===== src/msd_cfg.svh =====
// Address map constants for the memory space decoder
`ifndef MSD_CFG_SVH
`define MSD_CFG_SVH
`define MSD_PM_AW        14
`define MSD_DM_AW        14
`define MSD_PM_RAM0_BASE 14'h0000
`define MSD_PM_ROM_BASE  14'h0800
`define MSD_PM_HOLE_BASE 14'h1000
`define MSD_PM_RAM1_BASE 14'h1800
`define MSD_PM_TOP_BASE  14'h2000
`define MSD_PM_BLK_SH    11
`define MSD_DM_PER_BASE  14'h2000
`define MSD_DM_PER_LAST  14'h20ff
`define MSD_DM_RAM_BASE  14'h3800
`define MSD_DM_RAM_LAST  14'h3bff
`define MSD_DM_CTL_BASE  14'h3c00
`define MSD_DM_CTL_LAST  14'h3fff
`define MSD_PM_HOLE_LAST 14'h17ff
`define MSD_DM_GAP_BASE  14'h2100
`define MSD_DM_GAP_LAST  14'h37ff
`define MSD_PM_OFS_W     11
`define MSD_DM_RAM_OFS_W 10
`define MSD_DM_PER_OFS_W 8
`endif


===== src/msd_pkg.sv =====
// Types for the memory space decoder
package msd_pkg;
  typedef struct packed {
    logic ram0;
    logic ram1;
    logic rom;
    logic none;
  } msd_pm_sel_t;
  typedef struct packed {
    logic ram;
    logic per;
    logic ctl;
    logic none;
  } msd_dm_sel_t;
endpackage


===== src/msd_decoder.sv =====
// Program and data memory space address decoder
// How it works
// - Program RAM is two 2K blocks at 0x0000 and 0x1800, not contiguous.
// - Program ROM is selected for the 2K window starting at 0x0800.
// - Data RAM is one 1K block selected from 0x3800.
// - Data 0x2000-0x20FF selects the peripheral registers, not RAM.
// - Data 0x3C00-0x3FFF selects the processor control registers.
// - Data 0x0000-0x1FFF and 0x2100-0x37FF select nothing.
`timescale 1ns/1ps
`include "msd_cfg.svh"
module msd_decoder
  import msd_pkg::*;
#(
  parameter int PM_AW = 24,  // Program address width
  parameter int DM_AW = 16   // Data address width
) (
  input  wire logic             ref_clk,     // Core clock
  input  wire logic             rstn,        // Async reset, active low
  input  wire logic [PM_AW-1:0] pm_addr,     // Program memory address
  input  wire logic             pm_rd,       // Program read strobe
  input  wire logic             pm_wr,       // Program write strobe
  input  wire logic [23:0]      pm_rom_q,    // ROM read data
  input  wire logic [23:0]      pm_ram0_q,   // Program RAM block 0 data
  input  wire logic [23:0]      pm_ram1_q,   // Program RAM block 1 data
  input  wire logic [DM_AW-1:0] dm_addr,     // Data memory address
  input  wire logic             dm_rd,       // Data read strobe
  input  wire logic             dm_wr,       // Data write strobe
  input  wire logic [15:0]      dm_ram_q,    // Data RAM read data
  input  wire logic [15:0]      dm_per_q,    // Peripheral register data
  input  wire logic [15:0]      dm_ctl_q,    // Control register data
  output msd_pm_sel_t           pm_sel,      // Program block selects
  output logic                  pm_ram0_we,  // Program RAM 0 write
  output logic                  pm_ram1_we,  // Program RAM 1 write
  output logic [10:0]           pm_ofs,      // Offset within 2K block
  output msd_dm_sel_t           dm_sel,      // Data block selects
  output logic                  dm_ram_we,   // Data RAM write
  output logic                  dm_per_we,   // Peripheral write
  output logic                  dm_ctl_we,   // Control register write
  output logic [9:0]            dm_ofs,      // Offset within region
  output logic [23:0]           pm_rdata,    // Registered program read
  output logic [15:0]           dm_rdata     // Registered data read
);

  msd_pm_sel_t pm_sel_next;
  msd_dm_sel_t dm_sel_next;
  msd_pm_sel_t pm_sel_reg;
  msd_dm_sel_t dm_sel_reg;
  logic [13:0] pa;
  logic [13:0] da;
  logic        pm_hi;
  logic        dm_hi;

  // Upper address bits beyond the on-chip map must be zero to hit anything
  assign pa    = pm_addr[`MSD_PM_AW-1:0];
  assign da    = dm_addr[`MSD_DM_AW-1:0];
  assign pm_hi = (PM_AW > `MSD_PM_AW) ? |(pm_addr >> `MSD_PM_AW) : 1'b0;
  assign dm_hi = (DM_AW > `MSD_DM_AW) ? |(dm_addr >> `MSD_DM_AW) : 1'b0;

  function automatic logic in_rng(input logic [13:0] a,
                                  input logic [13:0] lo,
                                  input logic [13:0] hi);
    in_rng = (a >= lo) && (a <= hi);
  endfunction

  always_comb begin
    pm_sel_next = '0;
    if (pm_hi) begin
      pm_sel_next.none = 1'b1;
    end else if (pa < `MSD_PM_ROM_BASE) begin
      pm_sel_next.ram0 = 1'b1;
    end else if (pa < `MSD_PM_HOLE_BASE) begin
      pm_sel_next.rom = 1'b1;
    end else if (pa < `MSD_PM_RAM1_BASE) begin
      pm_sel_next.none = 1'b1;
    end else if (pa < `MSD_PM_TOP_BASE) begin
      pm_sel_next.ram1 = 1'b1;
    end else begin
      pm_sel_next.none = 1'b1;
    end
  end

  always_comb begin
    dm_sel_next = '0;
    if (dm_hi) begin
      dm_sel_next.none = 1'b1;
    end else if (in_rng(da, `MSD_DM_PER_BASE, `MSD_DM_PER_LAST)) begin
      dm_sel_next.per = 1'b1;
    end else if (in_rng(da, `MSD_DM_RAM_BASE, `MSD_DM_RAM_LAST)) begin
      dm_sel_next.ram = 1'b1;
    end else if (in_rng(da, `MSD_DM_CTL_BASE, `MSD_DM_CTL_LAST)) begin
      dm_sel_next.ctl = 1'b1;
    end else begin
      dm_sel_next.none = 1'b1;
    end
  end

  // Selects are combinational so RAMs see them in the access cycle
  assign pm_sel     = pm_sel_next;
  assign dm_sel     = dm_sel_next;
  assign pm_ofs     = pa[`MSD_PM_OFS_W-1:0];
  assign dm_ofs     = da[`MSD_DM_RAM_OFS_W-1:0];
  assign pm_ram0_we = pm_wr & pm_sel_next.ram0;
  assign pm_ram1_we = pm_wr & pm_sel_next.ram1;
  assign dm_ram_we  = dm_wr & dm_sel_next.ram;
  assign dm_per_we  = dm_wr & dm_sel_next.per;
  assign dm_ctl_we  = dm_wr & dm_sel_next.ctl;

  // Remember which block was read; arrays answer one cycle later
  always_ff @(posedge ref_clk or negedge rstn) begin
    if (!rstn) begin
      pm_sel_reg <= '0;
    end else begin
      pm_sel_reg <= pm_rd ? pm_sel_next : '0;
    end
  end

  always_ff @(posedge ref_clk or negedge rstn) begin
    if (!rstn) begin
      dm_sel_reg <= '0;
    end else begin
      dm_sel_reg <= dm_rd ? dm_sel_next : '0;
    end
  end

  // Read mux zeroes data for holes and idle cycles
  always_comb begin
    pm_rdata = '0;
    if (pm_sel_reg.ram0) pm_rdata = pm_ram0_q;
    if (pm_sel_reg.ram1) pm_rdata = pm_ram1_q;
    if (pm_sel_reg.rom)  pm_rdata = pm_rom_q;
  end

  always_comb begin
    dm_rdata = '0;
    if (dm_sel_reg.ram) dm_rdata = dm_ram_q;
    if (dm_sel_reg.per) dm_rdata = dm_per_q;
    if (dm_sel_reg.ctl) dm_rdata = dm_ctl_q;
  end
endmodule // msd_decoder


===== config.mk =====
export PLATFORM = sky130hd
export DESIGN_NAME = msd_decoder
export DESIGN_NICKNAME = d
export VERILOG_FILES = /design/src/msd_pkg.sv /design/src/msd_decoder.sv
export VERILOG_INCLUDE_DIRS = /design/src
export SDC_FILE = /design/constraint.sdc
export NUM_CORES = 1
export LEC_CHECK = 0
export ABC_CLOCK_PERIOD_IN_PS = 1790
export BUFFER_PORTS_ARGS = -buffer_cell sky130_fd_sc_hd__buf_4
export CAP_MARGIN = 20
export CORE_AREA = 3 3 93 95
export CTS_CLUSTER_DIAMETER = 60
export DETAILED_ROUTE_END_ITERATION = 10
export DIE_AREA = 0 0 96 98
export GPL_ROUTABILITY_DRIVEN = 0
export PLACE_DENSITY_LB_ADDON = 0.1
export SLEW_MARGIN = 20
export SYNTH_ARGS = -nofsm -noshare
export SYNTH_HDL_FRONTEND = slang
export SYNTH_SLANG_ARGS = --single-unit

===== constraint.sdc =====
create_clock -name ref_clk -period 1.79 [get_ports ref_clk]
set_clock_uncertainty 0.05 [all_clocks]
set_input_delay 0.358 -clock ref_clk [delete_from_list [all_inputs] [get_ports ref_clk]]
set_output_delay 0.358 -clock ref_clk [all_outputs]
set_load 0.02 [all_outputs]

**Word level (Yosys, flattened, before mapping)**

Index checks and enable logic that the tools add are counted.

- Flip-flop bits (word level): 6
- Input port bits: 166

- Reduce and logical (&&, ||, !) cells: 5
- Muxes and demuxes: 28
- Bitwise logic cells: 5
- $lt $le $gt $ge: 10

Operators by type and width:

| cell | count |
|---|---|
| $mux W24 | 3 |
| $mux W16 | 3 |
| $ge A14 B14 Y1 const B | 3 |
| $le A14 B14 Y1 const B | 3 |
| $lt A14 B13 Y1 const B | 2 |
| $mux W1 | 15 |
| $lt A14 B12 Y1 const B | 1 |
| $lt A14 B14 Y1 const B | 1 |
| $reduce_or A10 Y1 | 1 |
| $mux W3 | 3 |
| $mux W4 | 2 |
| $and A1 B1 Y1 | 5 |
| $mux W2 | 2 |
| $logic_and A1 B1 Y1 | 3 |
| $reduce_or A2 Y1 | 1 |

**Logic depth before layout (Yosys ltp)**

- Depth after elaboration: 7
- Depth in mapped cells: 5
- Mapped depth without buffers: 3

**Worst setup path before layout**

No wires, ideal clock.

- Kind: input to output
- Start: input port dm_addr[8]
- End: output port dm_per_we
- Path slack: -0.214 ns
- Stages: 3
- Arrival: 1.596 ns
- Cells stage by stage: or4_4 > nor4_4 > and2_1

RTL lines:

| element | RTL line | source |
|---|---|---|
| start, declared | msd_decoder.sv:25 | `input wire logic [DM_AW-1:0] dm_addr,` |
| end, declared | msd_decoder.sv:37 | `output logic dm_per_we,` |

**Worst setup path after layout**

- Start: input port dm_addr[12]
- End: output port dm_per_we

- Cells in the longest elaborated chain, start to end: 5

RTL lines:

| element | RTL line | source |
|---|---|---|
| $ge A14 B14 Y1 or $le A14 B14 Y1 (tied branches) | msd_decoder.sv:62 | `in_rng = (a >= lo) && (a <= hi);` |
| $logic_and A1 B1 Y1 * | msd_decoder.sv:62 |  |
| $mux W1 * | msd_decoder.sv:86 | `` end else if (in_rng(da, `MSD_DM_PER_BASE, `MSD_DM_PER_LAST)) begin `` |
| $mux W3 * | msd_decoder.sv:84 | `if (dm_hi) begin` |
| $and A1 B1 Y1 * | msd_decoder.sv:105 | `assign dm_per_we = dm_wr & dm_sel_next.per;` |

Mark *: on every way between the ends. The rest lies on a longest branch, timed or not.

==> results by group <==
Synth
  – Synthesized area per cell: roughly 6.3 um2
  – Post-Syn Nets: 366
  – Synthesis warning total: 0
  – Mapped cell area: around 1300 um2
  – Sequential share of the synthesized area: roughly an eighth
  – Mapped Cells: 200
  – Synthesized flop and latch total: 6
  – Netlist cell types: 25

Drt
  – Vias per std cell: between 4 and 5
  – Via Count: 2191
  – Drt first pass iters: 4
  – Post-route ant nets: 0
  – DR iter-0 viols: 37
  – Remaining DRCs: 0
  – Drt wl/cell: between 10 and 15 um
  – Final WL: around 7000 um

Global routing
  – Tot GR Track Use: about an eighth
  – First-pass GRT wire length: around 10000 um
  – Initial antenna violation count: 0
  – Vias in the first global route: approximately 2k
  – Pin count of the biggest net entering global routing: 33
  – Grt total ovfl: 0

Worst setup path
  – Crit start category: input pin
  – Worst setup path class: in -> out
  – WP data required: 1380 ps
  – Worst EP arrival: between 1500 and 2000 ps
  – Worst-path cell chain: buf_6 -> or4_4 -> nor4_4 -> and2_1 -> buf_6
  – Max Fanout on Critical Path: 4
  – Critical path's largest stage delay: ~530 ps
  – Worst Setup SP: dm_addr[12]
  – Nature of the critical path endpoint: primary output
  – Crit-path slowest cell: or4_4
  – Most frequent CP cell: buf_6

Clocking
  – CTS tree: yes
  – H-tree Lvls: 1
  – Clk root buf: clkbuf_8
  – CTS sink cnt: 6
  – Reg clk slew, reported paths: around 30 ps
  – CTS Buffer Depth: 2
  – CTS buffer count: 3

Layout
  – Share of post-route cells with drive strength above 1: a little over two thirds
  – P&R area growth vs syn: 166%
  – Layout Cells excl Fill: between 400 and 500
  – Util after Layout: roughly 43%
  – Antenna diodes: 0
  – Nets: 565
  – Design Area, Final: 3360 um2

Power
  – Peak supply drop: between 0.00015 and 0.0002 V
  – PwrDens: 195 nW/um2
  – Leakage: between 1.5 and 2 nW
  – Tot Pwr: 656 uW

STA
  – Post-route setup slack: -152 ps
  – Crit share post-route: 109%
  – Final critical-path required period: 1940 ps
  – Setup violators final: 21
  – WHS: ~310 ps
  – Final Max Tran Viols: 0
  – Final TNS setup: -1360 ps
  – Max Freq: between 0.5 and 0.6 GHz
  – Final hold vios: 0
  – Slew HR: between 70% and 80%
  – Least-Margin Pin Slew: around 300 ps
  – RSZ-0062 raised after global routing: true

Placed design
  – Placement Setup Slack: -238 ps
  – Buffers on Ports: around 200
  – Placed cell area: 2890 um2
  – Detailed placer's ending HPWL: between 5000 and 6000 um
  – Placed insts: 479

Floorplan
  – Die X: about 96 um
  – Die Y: between 90 and 100 um
  – Die outline area: approximately 9400 um2
  – Initial Util: 16.2%
  – # rows: 32
  – I/O Pins: 240
  – Core Footprint: about 8000 um2

Job
  – Max_cap viols: 0

Hold path
  – WHS Path Cells: 2
  – Min-Delay Path Class: in -> reg
  – Hold endpoint: pm_sel_reg[1]
  – Hold Path Origin: pm_addr[12]

Run status
  – Outcome: complete, but fails checks
  – Failing checks: setup timing
metal layers:
layer | share of wire, % | GRT usage, % | vias to the layer above
li1 | - | - | 1113
met1 | 37 | 14.4 | 959
met2 | 53 | 24.2 | 109
met3 | 9.7 | 3.08 | 10
met4 | 0.97 | 2.84 | 0
met5 | 0 | 0 | -
worst max path at each step:
stage | depth (start not counted) | to | slack [ps]
floorplan | 3 | dm_per_we | -210
global placement | 5 | dm_per_we | -210
detailed placement | 5 | dm_per_we | -240
CTS | 5 | dm_per_we | -150
global route | 5 | dm_per_we | -210
finish | 5 | dm_per_we | -150
critical path: cells and delay by family:
kind	cells	cell delay, ps
and+or+nand+nor	3	960
buffers and inverters	2	210
cell type report:
cell class                      instances  area (um2)
Sequential cell                         6         151
Inverter                                1        3.75
Fill cell                             804        4450
Tap cell                              102         128
Multi-Input combinational cell        156        1110
Timing Repair Buffer                  231        1920
Clock buffer                            3        41.3
cell families after synthesis:
| logic type | after synthesis | synth area share, % |
|---|---|---|
| flip-flops | 6 | 11.9 |
| buffers and inverters | 38 | 17.8 |
| AO/OA/AOI/OAI | 81 | 39.9 |
| AND/OR/NAND/NOR | 75 | 30.4 |
cell usage in the layout, fill, tap and decap left out, types with 2 or more instances in the layout:
| cell type | n |
|---|---|
| nand2_1 | 43 |
| dfrtp_1 | 5 |
| o21ai_0 | 4 |
| clkbuf_8 | 3 |
| and4b_1 | 2 |
| nor3_1 | 2 |
| nor3_2 | 2 |
| clkbuf_16 | 2 |
| buf_6 | 14 |
| buf_12 | 6 |
| buf_4 | 207 |
| and2_1 | 2 |
| nor2b_4 | 2 |
| o21ai_2 | 10 |
| nor4_2 | 2 |
| and3b_1 | 2 |
| and3_2 | 2 |
| a22oi_1 | 18 |
| nor4_4 | 3 |
| nor2_1 | 4 |
| o21ai_1 | 26 |
| a22oi_2 | 20 |
report_power, final:
| part | internal (mW) | switching [mW] |
|---|---|---|
| Sequential | 0.137 | 0.000204 |
| Clock | 0.144 | 0.0497 |
| Combinational | 0.229 | 0.0959 |
| Total | 0.510 | 0.146 |
cells in the mapped netlist:
library cell,count,share of area (%)
a211o_1,1,0.69
a21oi_1,2,0.79
a22oi_1,38,23
and2_1,2,0.99
and2_2,1,0.59
and3_2,2,1.2
and3b_1,2,1.4
and4b_1,2,1.6
buf_2,3,1.2
buf_4,21,12
clkbuf_1,13,3.9
dfrtp_1,6,12
inv_1,1,0.30
nand2_1,43,13
nand2b_1,2,0.99
nand3_1,1,0.40
nor2_1,4,1.2
nor2b_1,2,0.99
nor3_1,4,1.6
nor3b_1,2,1.2
nor4_1,5,2.5
nor4_4,1,1.7
o21ai_0,40,16
or3_1,1,0.50
or4_4,1,0.89
repair_timing:
item	4_1_cts	5_1_grt
resized for setup	14	40
setup endpoints to repair	13	41
pin swaps	6	17
hold buffers	1	0
cloned	2	3
setup buffers	4	8
hold endpoints to repair	6	0
Power figures use the tool's default switching activity.
